--- src/conv_ctrl_defs.vh ---
// Purpose: constants for the converter gain, reference and clock control
// Assumes: one system clock at 20 MHz, asynchronous active-low reset
// Notes: encodings of gain, input-select and reference fields live here
`ifndef CONV_CTRL_DEFS_VH
`define CONV_CTRL_DEFS_VH
`define GAIN_W 3
`define GAIN_X4 3'h2
`define MUX_W 4
`define MUX_SUPPLY_LO 4'h8
`define MUX_SUPPLY_HI 4'hB
`define REF_W 2
`define REF_INTERNAL 2'h0
`define REF_EXTERNAL 2'h1
`define REF_SUPPLY 2'h2
`define REF_SETTLE_NS 25000
`define CLOCK_NS 50
`define REF_SETTLE_CYC ((`REF_SETTLE_NS + `CLOCK_NS - 1) / `CLOCK_NS)
`define CLK_HZ 20000000
`define OSC_NORMAL_HZ 1024000
`define OSC_FAST_HZ 2048000
`define MOD_DIV 4
`define ACC_W 16
`endif

--- src/sample_fifo.v ---
// Purpose: small first-in first-out buffer for converter results
// Assumes: one clock, storage in flip-flops
// Notes: honest full and empty, ready drops when full
`timescale 1ns/1ps
module sample_fifo #(
  parameter WIDTH = 16,
  parameter DEPTH = 8,
  parameter AW = 3
) (
  input wire clock,
  input wire rst_b,
  input wire clk_en,
  input wire in_valid,
  output wire in_ready,
  input wire [WIDTH-1:0] in_data,
  output wire out_valid,
  input wire out_ready,
  output wire [WIDTH-1:0] out_data
);
  reg [WIDTH-1:0] mem_q [0:DEPTH-1]; // storage words
  reg [AW-1:0] wr_q; // write index
  reg [AW-1:0] rd_q; // read index
  reg [AW:0] cnt_q; // fill level
  wire push;
  wire pop;
  integer i;
  assign in_ready = (cnt_q != DEPTH[AW:0]);
  assign out_valid = (cnt_q != {(AW+1){1'b0}});
  assign push = in_valid && in_ready;
  assign pop = out_valid && out_ready;
  assign out_data = mem_q[rd_q];
  ////////////////////////////////////////////////////////////////
  // pointer and level update
  always @(posedge clock or negedge rst_b) begin
    if (!rst_b) begin
      wr_q <= {AW{1'b0}};
      rd_q <= {AW{1'b0}};
      cnt_q <= {(AW+1){1'b0}};
      for (i = 0; i < DEPTH; i = i + 1) begin
        mem_q[i] <= {WIDTH{1'b0}};
      end
    end else if (clk_en) begin
      if (push) begin
        mem_q[wr_q] <= in_data;
        wr_q <= (wr_q == DEPTH[AW-1:0] - 1'b1) ? {AW{1'b0}} : wr_q + 1'b1;
      end
      if (pop) begin
        rd_q <= (rd_q == DEPTH[AW-1:0] - 1'b1) ? {AW{1'b0}} : rd_q + 1'b1;
      end
      if (push && !pop) begin
        cnt_q <= cnt_q + 1'b1;
      end else if (pop && !push) begin
        cnt_q <= cnt_q - 1'b1;
      end
    end
  end
endmodule

--- src/adc_gain_ref_clock_control.v ---
// Purpose: amplifier bypass, gain clamp, reference select, modulator clock, decimator
// Assumes: 20 MHz system clock; modulator bit arrives from the analog core
// Notes: oscillator is modelled by a phase accumulator on the system clock
`timescale 1ns/1ps
`include "conv_ctrl_defs.vh"
module adc_gain_ref_clock_control #(
  parameter DECIM = 64,
  parameter DW = 16,
  parameter FIFO_DEPTH = 8,
  parameter REF_SETTLE = `REF_SETTLE_CYC
) (
  input wire clock,
  input wire rst_b,
  input wire clk_en,
  input wire [`GAIN_W-1:0] gain_field,
  input wire amp_skip_bit,
  input wire [`MUX_W-1:0] input_select_field,
  input wire [`REF_W-1:0] ref_source_field,
  input wire ref_load,
  input wire fast_mode,
  input wire mod_bit,
  output reg amp_enable,
  output reg [`GAIN_W-1:0] eff_gain,
  output reg [1:0] cap_gain_sel,
  output reg [2:0] amp_gain_sel,
  output reg [`REF_W-1:0] ref_select,
  output reg ext_ref_buf_en,
  output reg ref_settling,
  output reg osc_tick,
  output reg mod_tick,
  output wire sample_valid,
  input wire sample_ready,
  output wire [DW-1:0] sample_data,
  output wire overrun
);
  ////////////////////////////////////////////////////////////////
  // helpers
  // supply-referenced input codes
  function is_supply_ref;
    input [`MUX_W-1:0] m;
    begin
      is_supply_ref = (m >= `MUX_SUPPLY_LO) && (m <= `MUX_SUPPLY_HI);
    end
  endfunction
  // low gains need no amplifier
  function is_low_gain;
    input [`GAIN_W-1:0] g;
    begin
      is_low_gain = (g <= `GAIN_X4);
    end
  endfunction

  ////////////////////////////////////////////////////////////////
  // input synchroniser for the modulator bit from the analog side
  reg mod_s1_q; // first stage
  reg mod_s2_q; // second stage
  always @(posedge clock or negedge rst_b) begin
    if (!rst_b) begin
      mod_s1_q <= 1'b0;
      mod_s2_q <= 1'b0;
    end else if (clk_en) begin
      mod_s1_q <= mod_bit;
      mod_s2_q <= mod_s1_q;
    end
  end

  ////////////////////////////////////////////////////////////////
  // gain path and amplifier bypass
  reg amp_en_d;
  reg [`GAIN_W-1:0] gain_d;
  reg supply_ref;
  always @* begin
    supply_ref = is_supply_ref(input_select_field);
    gain_d = gain_field;
    amp_en_d = 1'b1;
    if (supply_ref) begin
      amp_en_d = 1'b0;
      if (!is_low_gain(gain_field)) begin
        gain_d = `GAIN_X4;
      end
    end else if (is_low_gain(gain_field)) begin
      amp_en_d = !amp_skip_bit;
    end else begin
      amp_en_d = 1'b1;
    end
  end

  // registered gain outputs: capacitor stage and amplifier stage split
  always @(posedge clock or negedge rst_b) begin
    if (!rst_b) begin
      amp_enable <= 1'b1;
      eff_gain <= {`GAIN_W{1'b0}};
      cap_gain_sel <= 2'h0;
      amp_gain_sel <= 3'h0;
    end else if (clk_en) begin
      amp_enable <= amp_en_d;
      eff_gain <= gain_d;
      if (is_low_gain(gain_d)) begin
        cap_gain_sel <= gain_d[1:0];
        amp_gain_sel <= 3'h0;
      end else begin
        cap_gain_sel <= 2'h2; // capacitor stage at four
        amp_gain_sel <= gain_d - `GAIN_X4;
      end
    end
  end

  ////////////////////////////////////////////////////////////////
  // reference selection and settling indication
  reg [15:0] settle_q; // settle countdown
  always @(posedge clock or negedge rst_b) begin
    if (!rst_b) begin
      ref_select <= `REF_INTERNAL;
      ext_ref_buf_en <= 1'b0;
      settle_q <= REF_SETTLE[15:0];
      ref_settling <= 1'b1;
    end else if (clk_en) begin
      if (ref_load) begin
        ref_select <= (ref_source_field == 2'h3) ? `REF_SUPPLY : ref_source_field;
        ext_ref_buf_en <= (ref_source_field == `REF_EXTERNAL);
        // external or supply to internal restarts settling
        if (ref_source_field == `REF_INTERNAL && ref_select != `REF_INTERNAL) begin
          settle_q <= REF_SETTLE[15:0];
          ref_settling <= 1'b1;
        end
      end else if (settle_q != 16'h0) begin
        settle_q <= settle_q - 16'h1;
        ref_settling <= (settle_q != 16'h1);
      end else begin
        ref_settling <= 1'b0;
      end
    end
  end

  ////////////////////////////////////////////////////////////////
  // oscillator model: phase accumulator, step by mode
  // wide step values, cut to the accumulator width on purpose
  localparam [63:0] STEP_N_W = (`OSC_NORMAL_HZ * 64'd65536) / `CLK_HZ;
  localparam [63:0] STEP_F_W = (`OSC_FAST_HZ * 64'd65536) / `CLK_HZ;
  localparam [`ACC_W-1:0] STEP_N = STEP_N_W[`ACC_W-1:0];
  localparam [`ACC_W-1:0] STEP_F = STEP_F_W[`ACC_W-1:0];
  reg [`ACC_W-1:0] phase_q; // oscillator phase
  reg [1:0] div_q; // divide by four
  wire [`ACC_W:0] phase_sum;
  assign phase_sum = {1'b0, phase_q} + {1'b0, (fast_mode ? STEP_F : STEP_N)};
  always @(posedge clock or negedge rst_b) begin
    if (!rst_b) begin
      phase_q <= {`ACC_W{1'b0}};
      div_q <= 2'h0;
      osc_tick <= 1'b0;
      mod_tick <= 1'b0;
    end else if (clk_en) begin
      phase_q <= phase_sum[`ACC_W-1:0];
      osc_tick <= phase_sum[`ACC_W];
      mod_tick <= 1'b0;
      if (phase_sum[`ACC_W]) begin
        div_q <= div_q + 2'h1;
        mod_tick <= (div_q == `MOD_DIV - 1);
      end
    end
  end

  ////////////////////////////////////////////////////////////////
  // decimating FIR: boxcar over DECIM modulator bits, counted in mod ticks
  localparam ST_RUN = 2'b01;
  localparam ST_DUMP = 2'b10;
  reg [1:0] st_q; // one-hot state
  reg [15:0] tap_q; // bits seen this conversion
  reg [DW-1:0] acc_q; // running sum
  reg [DW-1:0] res_q; // finished result
  reg res_v_q; // result waiting for fifo
  reg ovr_q; // result dropped
  wire fifo_ready;
  always @(posedge clock or negedge rst_b) begin
    if (!rst_b) begin
      st_q <= ST_RUN;
      tap_q <= 16'h0;
      acc_q <= {DW{1'b0}};
      res_q <= {DW{1'b0}};
      res_v_q <= 1'b0;
      ovr_q <= 1'b0;
    end else if (clk_en) begin
      if (res_v_q && fifo_ready) begin
        res_v_q <= 1'b0;
      end
      case (st_q)
        ST_RUN: begin
          // steps at mod rate, so rate scales with oscillator
          if (mod_tick) begin
            acc_q <= acc_q + {{(DW-1){1'b0}}, mod_s2_q};
            tap_q <= tap_q + 16'h1;
            if (tap_q == DECIM[15:0] - 16'h1) begin
              st_q <= ST_DUMP;
            end
          end
        end
        ST_DUMP: begin
          // fresh sum each conversion settles in one cycle
          res_q <= acc_q;
          if (res_v_q && !fifo_ready) begin
            ovr_q <= 1'b1;
          end
          res_v_q <= 1'b1;
          acc_q <= {DW{1'b0}};
          tap_q <= 16'h0;
          st_q <= ST_RUN;
        end
        default: begin
          st_q <= ST_RUN;
        end
      endcase
    end
  end
  assign overrun = ovr_q;

  ////////////////////////////////////////////////////////////////
  // result buffer
  sample_fifo #(
    .WIDTH(DW),
    .DEPTH(FIFO_DEPTH),
    .AW(3)
  ) u_fifo (
    .clock(clock),
    .rst_b(rst_b),
    .clk_en(clk_en),
    .in_valid(res_v_q),
    .in_ready(fifo_ready),
    .in_data(res_q),
    .out_valid(sample_valid),
    .out_ready(sample_ready),
    .out_data(sample_data)
  );
endmodule

--- config.mk ---
export PLATFORM = sky130hd
export DESIGN_NAME = adc_gain_ref_clock_control
export DESIGN_NICKNAME = d
export VERILOG_FILES = /design/src/sample_fifo.v /design/src/adc_gain_ref_clock_control.v
export VERILOG_INCLUDE_DIRS = /design/src
export SDC_FILE = /design/constraint.sdc
export NUM_CORES = 1
export LEC_CHECK = 0
export BUFFER_PORTS_ARGS = -buffer_cell sky130_fd_sc_hd__buf_2
export CAP_MARGIN = 20
export CORE_MARGIN = 5
export CORE_UTILIZATION = 50
export CTS_BUF_LIST = sky130_fd_sc_hd__clkbuf_16
export CTS_CLUSTER_DIAMETER = 60
export DETAILED_ROUTE_END_ITERATION = 10
export PLACE_DENSITY = 0.67
export SLEW_MARGIN = 20
export SYNTH_ARGS = -nofsm -noshare
export SYNTH_HDL_FRONTEND = slang
export SYNTH_HIERARCHICAL = 1
export SYNTH_SLANG_ARGS = --single-unit
--- constraint.sdc ---
create_clock -name clock -period 2.8 [get_ports clock]
set_input_delay 0 -clock clock [delete_from_list [all_inputs] [get_ports clock]]
set_output_delay 0 -clock clock [all_outputs]
set_load 0.1 [all_outputs]
==> out/qor.csv, run 1 <==
stage;metric;value;unit
cts;clk_pin_slew_worst_paths;0.06;ns
cts;cts_sinks;240;
sta;rsz0062_at_grt;false;
power_and_ir_drop;power_switching_share;30.1;%
die;die_y;163;µm
setup_path;critical_path_required;3.20;ns
outcome;status;finished, final reports clean;
cts;clk_latency;0.54;ns
routing;totalWireLength;22900;µm
sta;maxSlewViolCount;0;
setup_path;startpoint_type;register;
sta;hold_violations;0;
sta;holdWs;0.0836;ns
yosys;synthArstFlopShare;100;%
worst_hold_path;holdCritPathClass;input pin to asynchronous set/reset pin;
yosys;yosys_most_used_dff;dfrtp_1;
yosys;ys_seq_area_share;51.2;%
cts;cts-htree-levels;1;
power_and_ir_drop;p_seq_share;41.5;%
yosys;syn_area;11700;µm²
cells_and_area;nets;1053;
setup_path;path_max_fanout;6;
routing;drt_iter0_markers;361;
sta;setup_viol;0;
cells_and_area;final_area;13500;µm²
cts;cts-root-buf;clkbuf_16;
global_route;antenna_found_initial;0;
place;dp_cells;1280;
yosys;synth_seq_cells;240;
power_and_ir_drop;vdd_ir_drop_max;0.000577;V
global_route;grt_pass1_wl;38900;µm
cts;clk_path_buf_depth;3;
power_and_ir_drop;p_total;9.93;mW
routing;drc;0;
die;die_w;163;µm
cts;cts_tree;done;
yosys;synthCells;930;
die;core_area;23300;µm²
yosys;synth_top_area_share;49.2;%
global_route;globalRouteTotalUtil;17.8;%
yosys;syn_nets;970;
routing;routedWlPerCell;16.9;µm
sta;period_needed;2.65;ns
cells_and_area;fin_util;58.1;%
routing;vias;7448;
cells_and_area;area_delta_synth_final;15.4;%
yosys;synthTopCellsByCount;dfrtp_1 (231), mux2_2 (159), nand2_1 (93);
global_route;grt_pass1_vias;7627;
die;rows;56;
power_and_ir_drop;power_switching;2.99;mW
cells_and_area;fin_cells;1354;
setup_path;critPathCaptureType;register;
die;ios;50;
yosys;synth_largest_area_cell;dfrtp_1;
cts;cts-buffers-inserted;28;
global_route;grt_max_degree;95;
yosys;synth_edf_count;0;
sta;fin_setup_tns;0;ns
setup_path;reg2reg_to;u_fifo/cnt_q[3];
setup_path;rrSetupSlack;0.15;ns
sta;worst_pin_slew;0.807;ns
setup_path;cp.arrival;3.05;ns
yosys;synth.most_common_cell;dfrtp_1;
cells_and_area;diodes;0;
power_and_ir_drop;p_leak;6.37;nW
cells_and_area;drive_gt1_share;33.3;%
power_and_ir_drop;pwr-share-clk;35.8;%
global_route;gr-total-overflow;0;
power_and_ir_drop;powerDensity;733;nW/µm²
setup_path;ff2ff_path_depth;8;
die;initial_utilization;50.3;%
sta;fmax;377;MHz
power_and_ir_drop;combPwrFrac;22.7;%
job;max_cap_violations;0;
die;dieArea;26700;µm²
yosys;syn_avg_cell_area;12.6;µm²
place;dpl.hpwl;14500;µm
sta;slew-limit-headroom;45.9;%
place;placed_cell_area;12400;µm²
sta;min_period_over_period;94.8;%
sta;fin_skew;0.0156;ns
place;dpl_worst_slack;0.136;ns
power_and_ir_drop;internal_power;6.94;mW
yosys;synth.area.top_cells;dfrtp_1 (49%), mux2_2 (15%), mux4_2 (6.1%);
setup_path;critPathKind;register to register;
routing;drt_first_pass_iters;4;
setup_path;r2r_start;u_fifo/cnt_q[2];
place;port_buffers;47;
sta;worst_slack;0.146;ns
place;place_congestion;0.783;
yosys;yosys_warnings;6;
routing;ant_nets;0;
routing;viasPerCell;5.50;
yosys;synth_cell_types;72;
## how the worst max path moves through the flow
stage	from	endpoint	slack (ns)	depth (start not counted)
3_3_place_gp	u_fifo/cnt_q[0]	u_fifo/cnt_q[3]	0.16	8
4_1_cts	u_fifo/cnt_q[0]	u_fifo/cnt_q[3]	0.13	8
3_5_place_dp	u_fifo/cnt_q[0]	u_fifo/cnt_q[3]	0.14	8
6_report	u_fifo/cnt_q[2]	u_fifo/cnt_q[3]	0.15	8
5_1_grt	u_fifo/cnt_q[2]	u_fifo/cnt_q[3]	0.01	8
2_1_floorplan	u_fifo/cnt_q[0]	u_fifo/cnt_q[3]	0.005	8
## kinds of logic after synthesis
kind of cell,synth area share (%)
and+or+nand+nor,13.1
DFF,51.2
muxes,21.7
AOI/OAI and AO/OA,5.88
buffers and inverters,2.53
xor gates and xnor gates,2.98
adders and majority gates,2.51
## sequential cells by signal, indices dropped and copies added (netlist names)
name and cells:
u_fifo/rd_q 3, ext_ref_buf_en 1, res_v_q 1, eff_gain 3
u_fifo/cnt_q 4, amp_gain_sel 3, phase_q 16, mod_s2_q 1
mod_tick 1, ref_settling 1, u_fifo/wr_q 3, settle_q 16
osc_tick 1, res_q 16, div_q 2, ref_select 1
cap_gain_sel 2, st_q 2, mod_s1_q 1, tap_q 16
amp_enable 1, overrun 1, u_fifo/mem_q 128, acc_q 16
## per-layer routing
layer | GRT usage [%] | routed length (µm) | vias up
met5 | 0 | 0 | -
met4 | 5.03 | 474 | 0
met3 | 2.42 | 746 | 33
met2 | 29.9 | 11100 | 101
met1 | 24.4 | 10600 | 3741
li1 | - | - | 3573
## worst max-delay path, cell delays in order, from the launching register on
cell	delay, ns
dfrtp_1	0.46
or4_4	0.55
nand2_1	0.12
ha_4	0.17
inv_2	0.07
ha_4	0.24
or4b_2	0.63
o221ai_1	0.19
o211ai_1	0.10
## cell usage in the layout (no fill, tap or decap), types with 4 or more instances in the layout
master         count
clkinv_1           6
and3_1             8
nand4_1           12
dlygate4sd3_1     20
xnor2_1           16
mux4_2            32
nand2b_1           7
nor3_4             7
nand2_1           93
ha_1              20
o31ai_1            4
o21ai_1           11
nor2b_1            7
nand4b_1           4
and2_1             4
bufinv_16          4
nor4_1            10
dfrtp_1          229
o21ai_0           15
buf_2             46
nand3b_1           5
a22o_1             4
inv_1             23
dfstp_2            9
or4_1              5
nor2_1            50
nor3_1             8
or4_4              4
clkbuf_16         28
mux2_2           159
clkinv_2           7
a21oi_1           26
xor2_1            24
o211ai_1           8
buf_4             23
nand3_1           20
or3_1             10
## repair_timing
item                       in CTS  in global routing
hold endpoints to repair      123                  0
setup buffers                   0                  2
hold buffers                   20                  0
setup endpoints to repair       0                  1
resized for setup               0                  0
## power by group through the flow
| stage | Combinational, mW | Clock [mW] | Sequential (mW) |
|---|---|---|---|
| finish | 2.26 | 3.55 | 4.12 |
| CTS | 2.26 | 3.67 | 4.12 |
| floorplan | 1.64 | 0 | 4.25 |
| global route | 2.51 | 3.81 | 4.16 |
| detailed placement | 2.23 | 0 | 4.17 |
| global placement | 2.20 | 0 | 4.17 |
## layout make-up
type                       count  area [µm²]
fill                        1939        9780
sequential                   240        6020
multi-input combinational    631        5460
clock buffer                  28         701
timing repair buffer          93         678
tap                          319         399
clock inverter                24         216
inverter                      19        71.3
No activity file was read; power rests on OpenSTA's default activity.
==> run 2: changes to the inputs <==
--- a/config.mk
+++ b/config.mk
@@ -13,7 +13,7 @@
 export CTS_BUF_LIST = sky130_fd_sc_hd__clkbuf_16
 export CTS_CLUSTER_DIAMETER = 60
 export DETAILED_ROUTE_END_ITERATION = 10
-export PLACE_DENSITY = 0.67
+export PLACE_DENSITY = 0.69
 export SLEW_MARGIN = 20
 export SYNTH_ARGS = -nofsm -noshare
 export SYNTH_HDL_FRONTEND = slang
==> run 2 against run 1 <==
Largest cell class unchanged. Combinational power fell by 3%. Global-route usage is 0.097 points higher. Flip-flop and latch count unchanged. Hold slack lost 0.053 ns. Clock power decreased by 7.6%.
==> out/qor.csv, run 2 (same netlist as run 1, synthesis figures left out) <==
stage;metric;value;unit
outcome;status;finished, final reports clean;
place;place_congestion;0.809;
cts;clk_path_buf_depth;3;
cts;clk_latency;0.53;ns
routing;viasPerCell;5.55;
die;die_w;163;µm
sta;worst_slack;0.0893;ns
global_route;gr-total-overflow;0;
power_and_ir_drop;power_switching;2.97;mW
place;dp_cells;1282;
setup_path;path_delay_family;simple AND/OR/NAND/NOR gates;
cts;cts-buffers-inserted;27;
routing;routedWlPerCell;17.0;µm
global_route;grt_max_degree;74;
cts;cts-htree-levels;1;
routing;drt_first_pass_iters;4;
sta;hold_violations;0;
cells_and_area;multi_input_area;5460;µm²
setup_path;crit_path_max_incr_delay;0.64;ns
job;max_cap_violations;0;
sta;min_period_over_period;96.8;%
cells_and_area;nFillCells;1885;
die;dieArea;26700;µm²
power_and_ir_drop;power_switching_share;30.8;%
cells_and_area;mostFrequentLayoutCell;dfrtp_1;
power_and_ir_drop;powerDensity;717;nW/µm²
sta;fin_setup_tns;0;ns
die;die_y;163;µm
sta;worst_pin_slew;0.867;ns
global_route;grt_pass1_vias;7612;
cts;cts_sinks;240;
place;port_buffers;47;
cells_and_area;drive_gt1_share;32.7;%
power_and_ir_drop;p_leak;6.33;nW
sta;maxSlewViolCount;0;
cells_and_area;area_delta_synth_final;14.6;%
worst_hold_path;holdCritPathClass;input pin to asynchronous set/reset pin;
cells_and_area;nets;1053;
global_route;globalRouteTotalUtil;17.9;%
routing;drt_iter0_markers;441;
sta;period_needed;2.71;ns
cells_and_area;diodes;0;
setup_path;critical_path_required;3.21;ns
die;core_area;23300;µm²
setup_path;path_cells;or4_4 > nand2_1 > ha_4 > inv_2 > ha_4 > or4b_2 > o221ai_1 > o211ai_1;
die;initial_utilization;50.3;%
setup_path;critPathCaptureType;register;
global_route;grt_pass1_wl;39400;µm
cells_and_area;top_register;u_fifo/mem_q;
global_route;antenna_found_initial;0;
sta;holdWs;0.0304;ns
cells_and_area;fin_cells;1353;
power_and_ir_drop;vdd_ir_drop_max;0.000534;V
place;dpl_worst_slack;0.134;ns
cts;clk_pin_slew_worst_paths;0.06;ns
cells_and_area;fin_util;57.7;%
setup_path;path_buf_inv;1;
die;rows;56;
cts;post-cts-setup-buffers;0;
die;ios;50;
setup_path;slowest_stage;or4b_2;
cells_and_area;layout_common_cells;dfrtp_1 (229), mux2_2 (159), nand2_1 (93), nor2_1 (50), buf_2 (46);
sta;rsz0062_at_grt;false;
setup_path;startpoint_type;register;
power_and_ir_drop;p_seq_share;43.2;%
setup_path;crit_path_frequent_cell;ha_4;
routing;ant_nets;0;
cts;cts-root-buf;clkbuf_16;
setup_path;cp.arrival;3.12;ns
cells_and_area;seq_area;6020;µm²
power_and_ir_drop;combPwrFrac;22.8;%
power_and_ir_drop;internal_power;6.68;mW
routing;totalWireLength;23000;µm
setup_path;path_max_fanout;6;
cts;cts_tree;done;
routing;drc;0;
cells_and_area;largest_register_ffs;128;
power_and_ir_drop;pwr-share-clk;34.0;%
setup_path;critPathKind;register to register;
sta;fmax;369;MHz
routing;vias;7513;
sta;fin_skew;0.00623;ns
place;dpl.hpwl;14400;µm
sta;slew-limit-headroom;41.8;%
sta;setup_viol;0;
[run 2: layout make-up]
class	instances	area share (%)
inverter	19	0.530
clock buffer	27	5.02
timing repair buffer	94	5.02
multi-input combinational	631	40.6
clock inverter	23	1.18
sequential	240	44.7
tap	319	2.97
[run 2: routing by layer]
layer  share of wire [%]  track usage (%)  wire [µm]  up-vias
li1                    -                -          -     3561
met1                  46             25.2      10700     3797
met2                  48             30.0      11100      120
met3                 3.3             2.55        755       35
met4                 2.0             3.70        453        0
met5                   0                0          0        -
[run 2: final timing paths]
| kind | start | end | slack [ns] | depth (start not counted) |
|---|---|---|---|---|
| hold / removal | rst_b | u_fifo/mem_q[15] | 0.03 | 2 |
| max in group asynchronous | rst_b | settle_q[8] | 1.82 | 3 |
| min in group clock | fast_mode | phase_q[0] | 0.09 | 4 |
| setup / recovery | u_fifo/cnt_q[0] | u_fifo/cnt_q[3] | 0.09 | 8 |
| hold reg to reg | ref_settling | ref_settling | 0.47 | 2 |
| setup reg to reg | u_fifo/cnt_q[0] | u_fifo/cnt_q[3] | 0.09 | 8 |
[run 2: power groups by stage]
stage	logic (mW)	clock network, mW	registers, mW
after CTS	2.22	3.38	4.17
final	2.20	3.28	4.17
after detailed placement	2.18	0	4.22
after global placement	2.14	0	4.22
after global routing	2.42	3.53	4.22
after floorplan	1.64	0	4.25
[run 2: what timing repair did]
action / CTS / global route
hold buffers: 21 / 0
hold endpoints to repair: 234 / 0
gates resized for setup: 0 / 0
[run 2: metrics by stage]
stage               power [mW]  cell area (µm²)
global route              10.2            13500
CTS                       9.76            13500
floorplan                 5.89            11800
finish                    9.65            13500
global placement          6.36            12400
detailed placement        6.41            12400
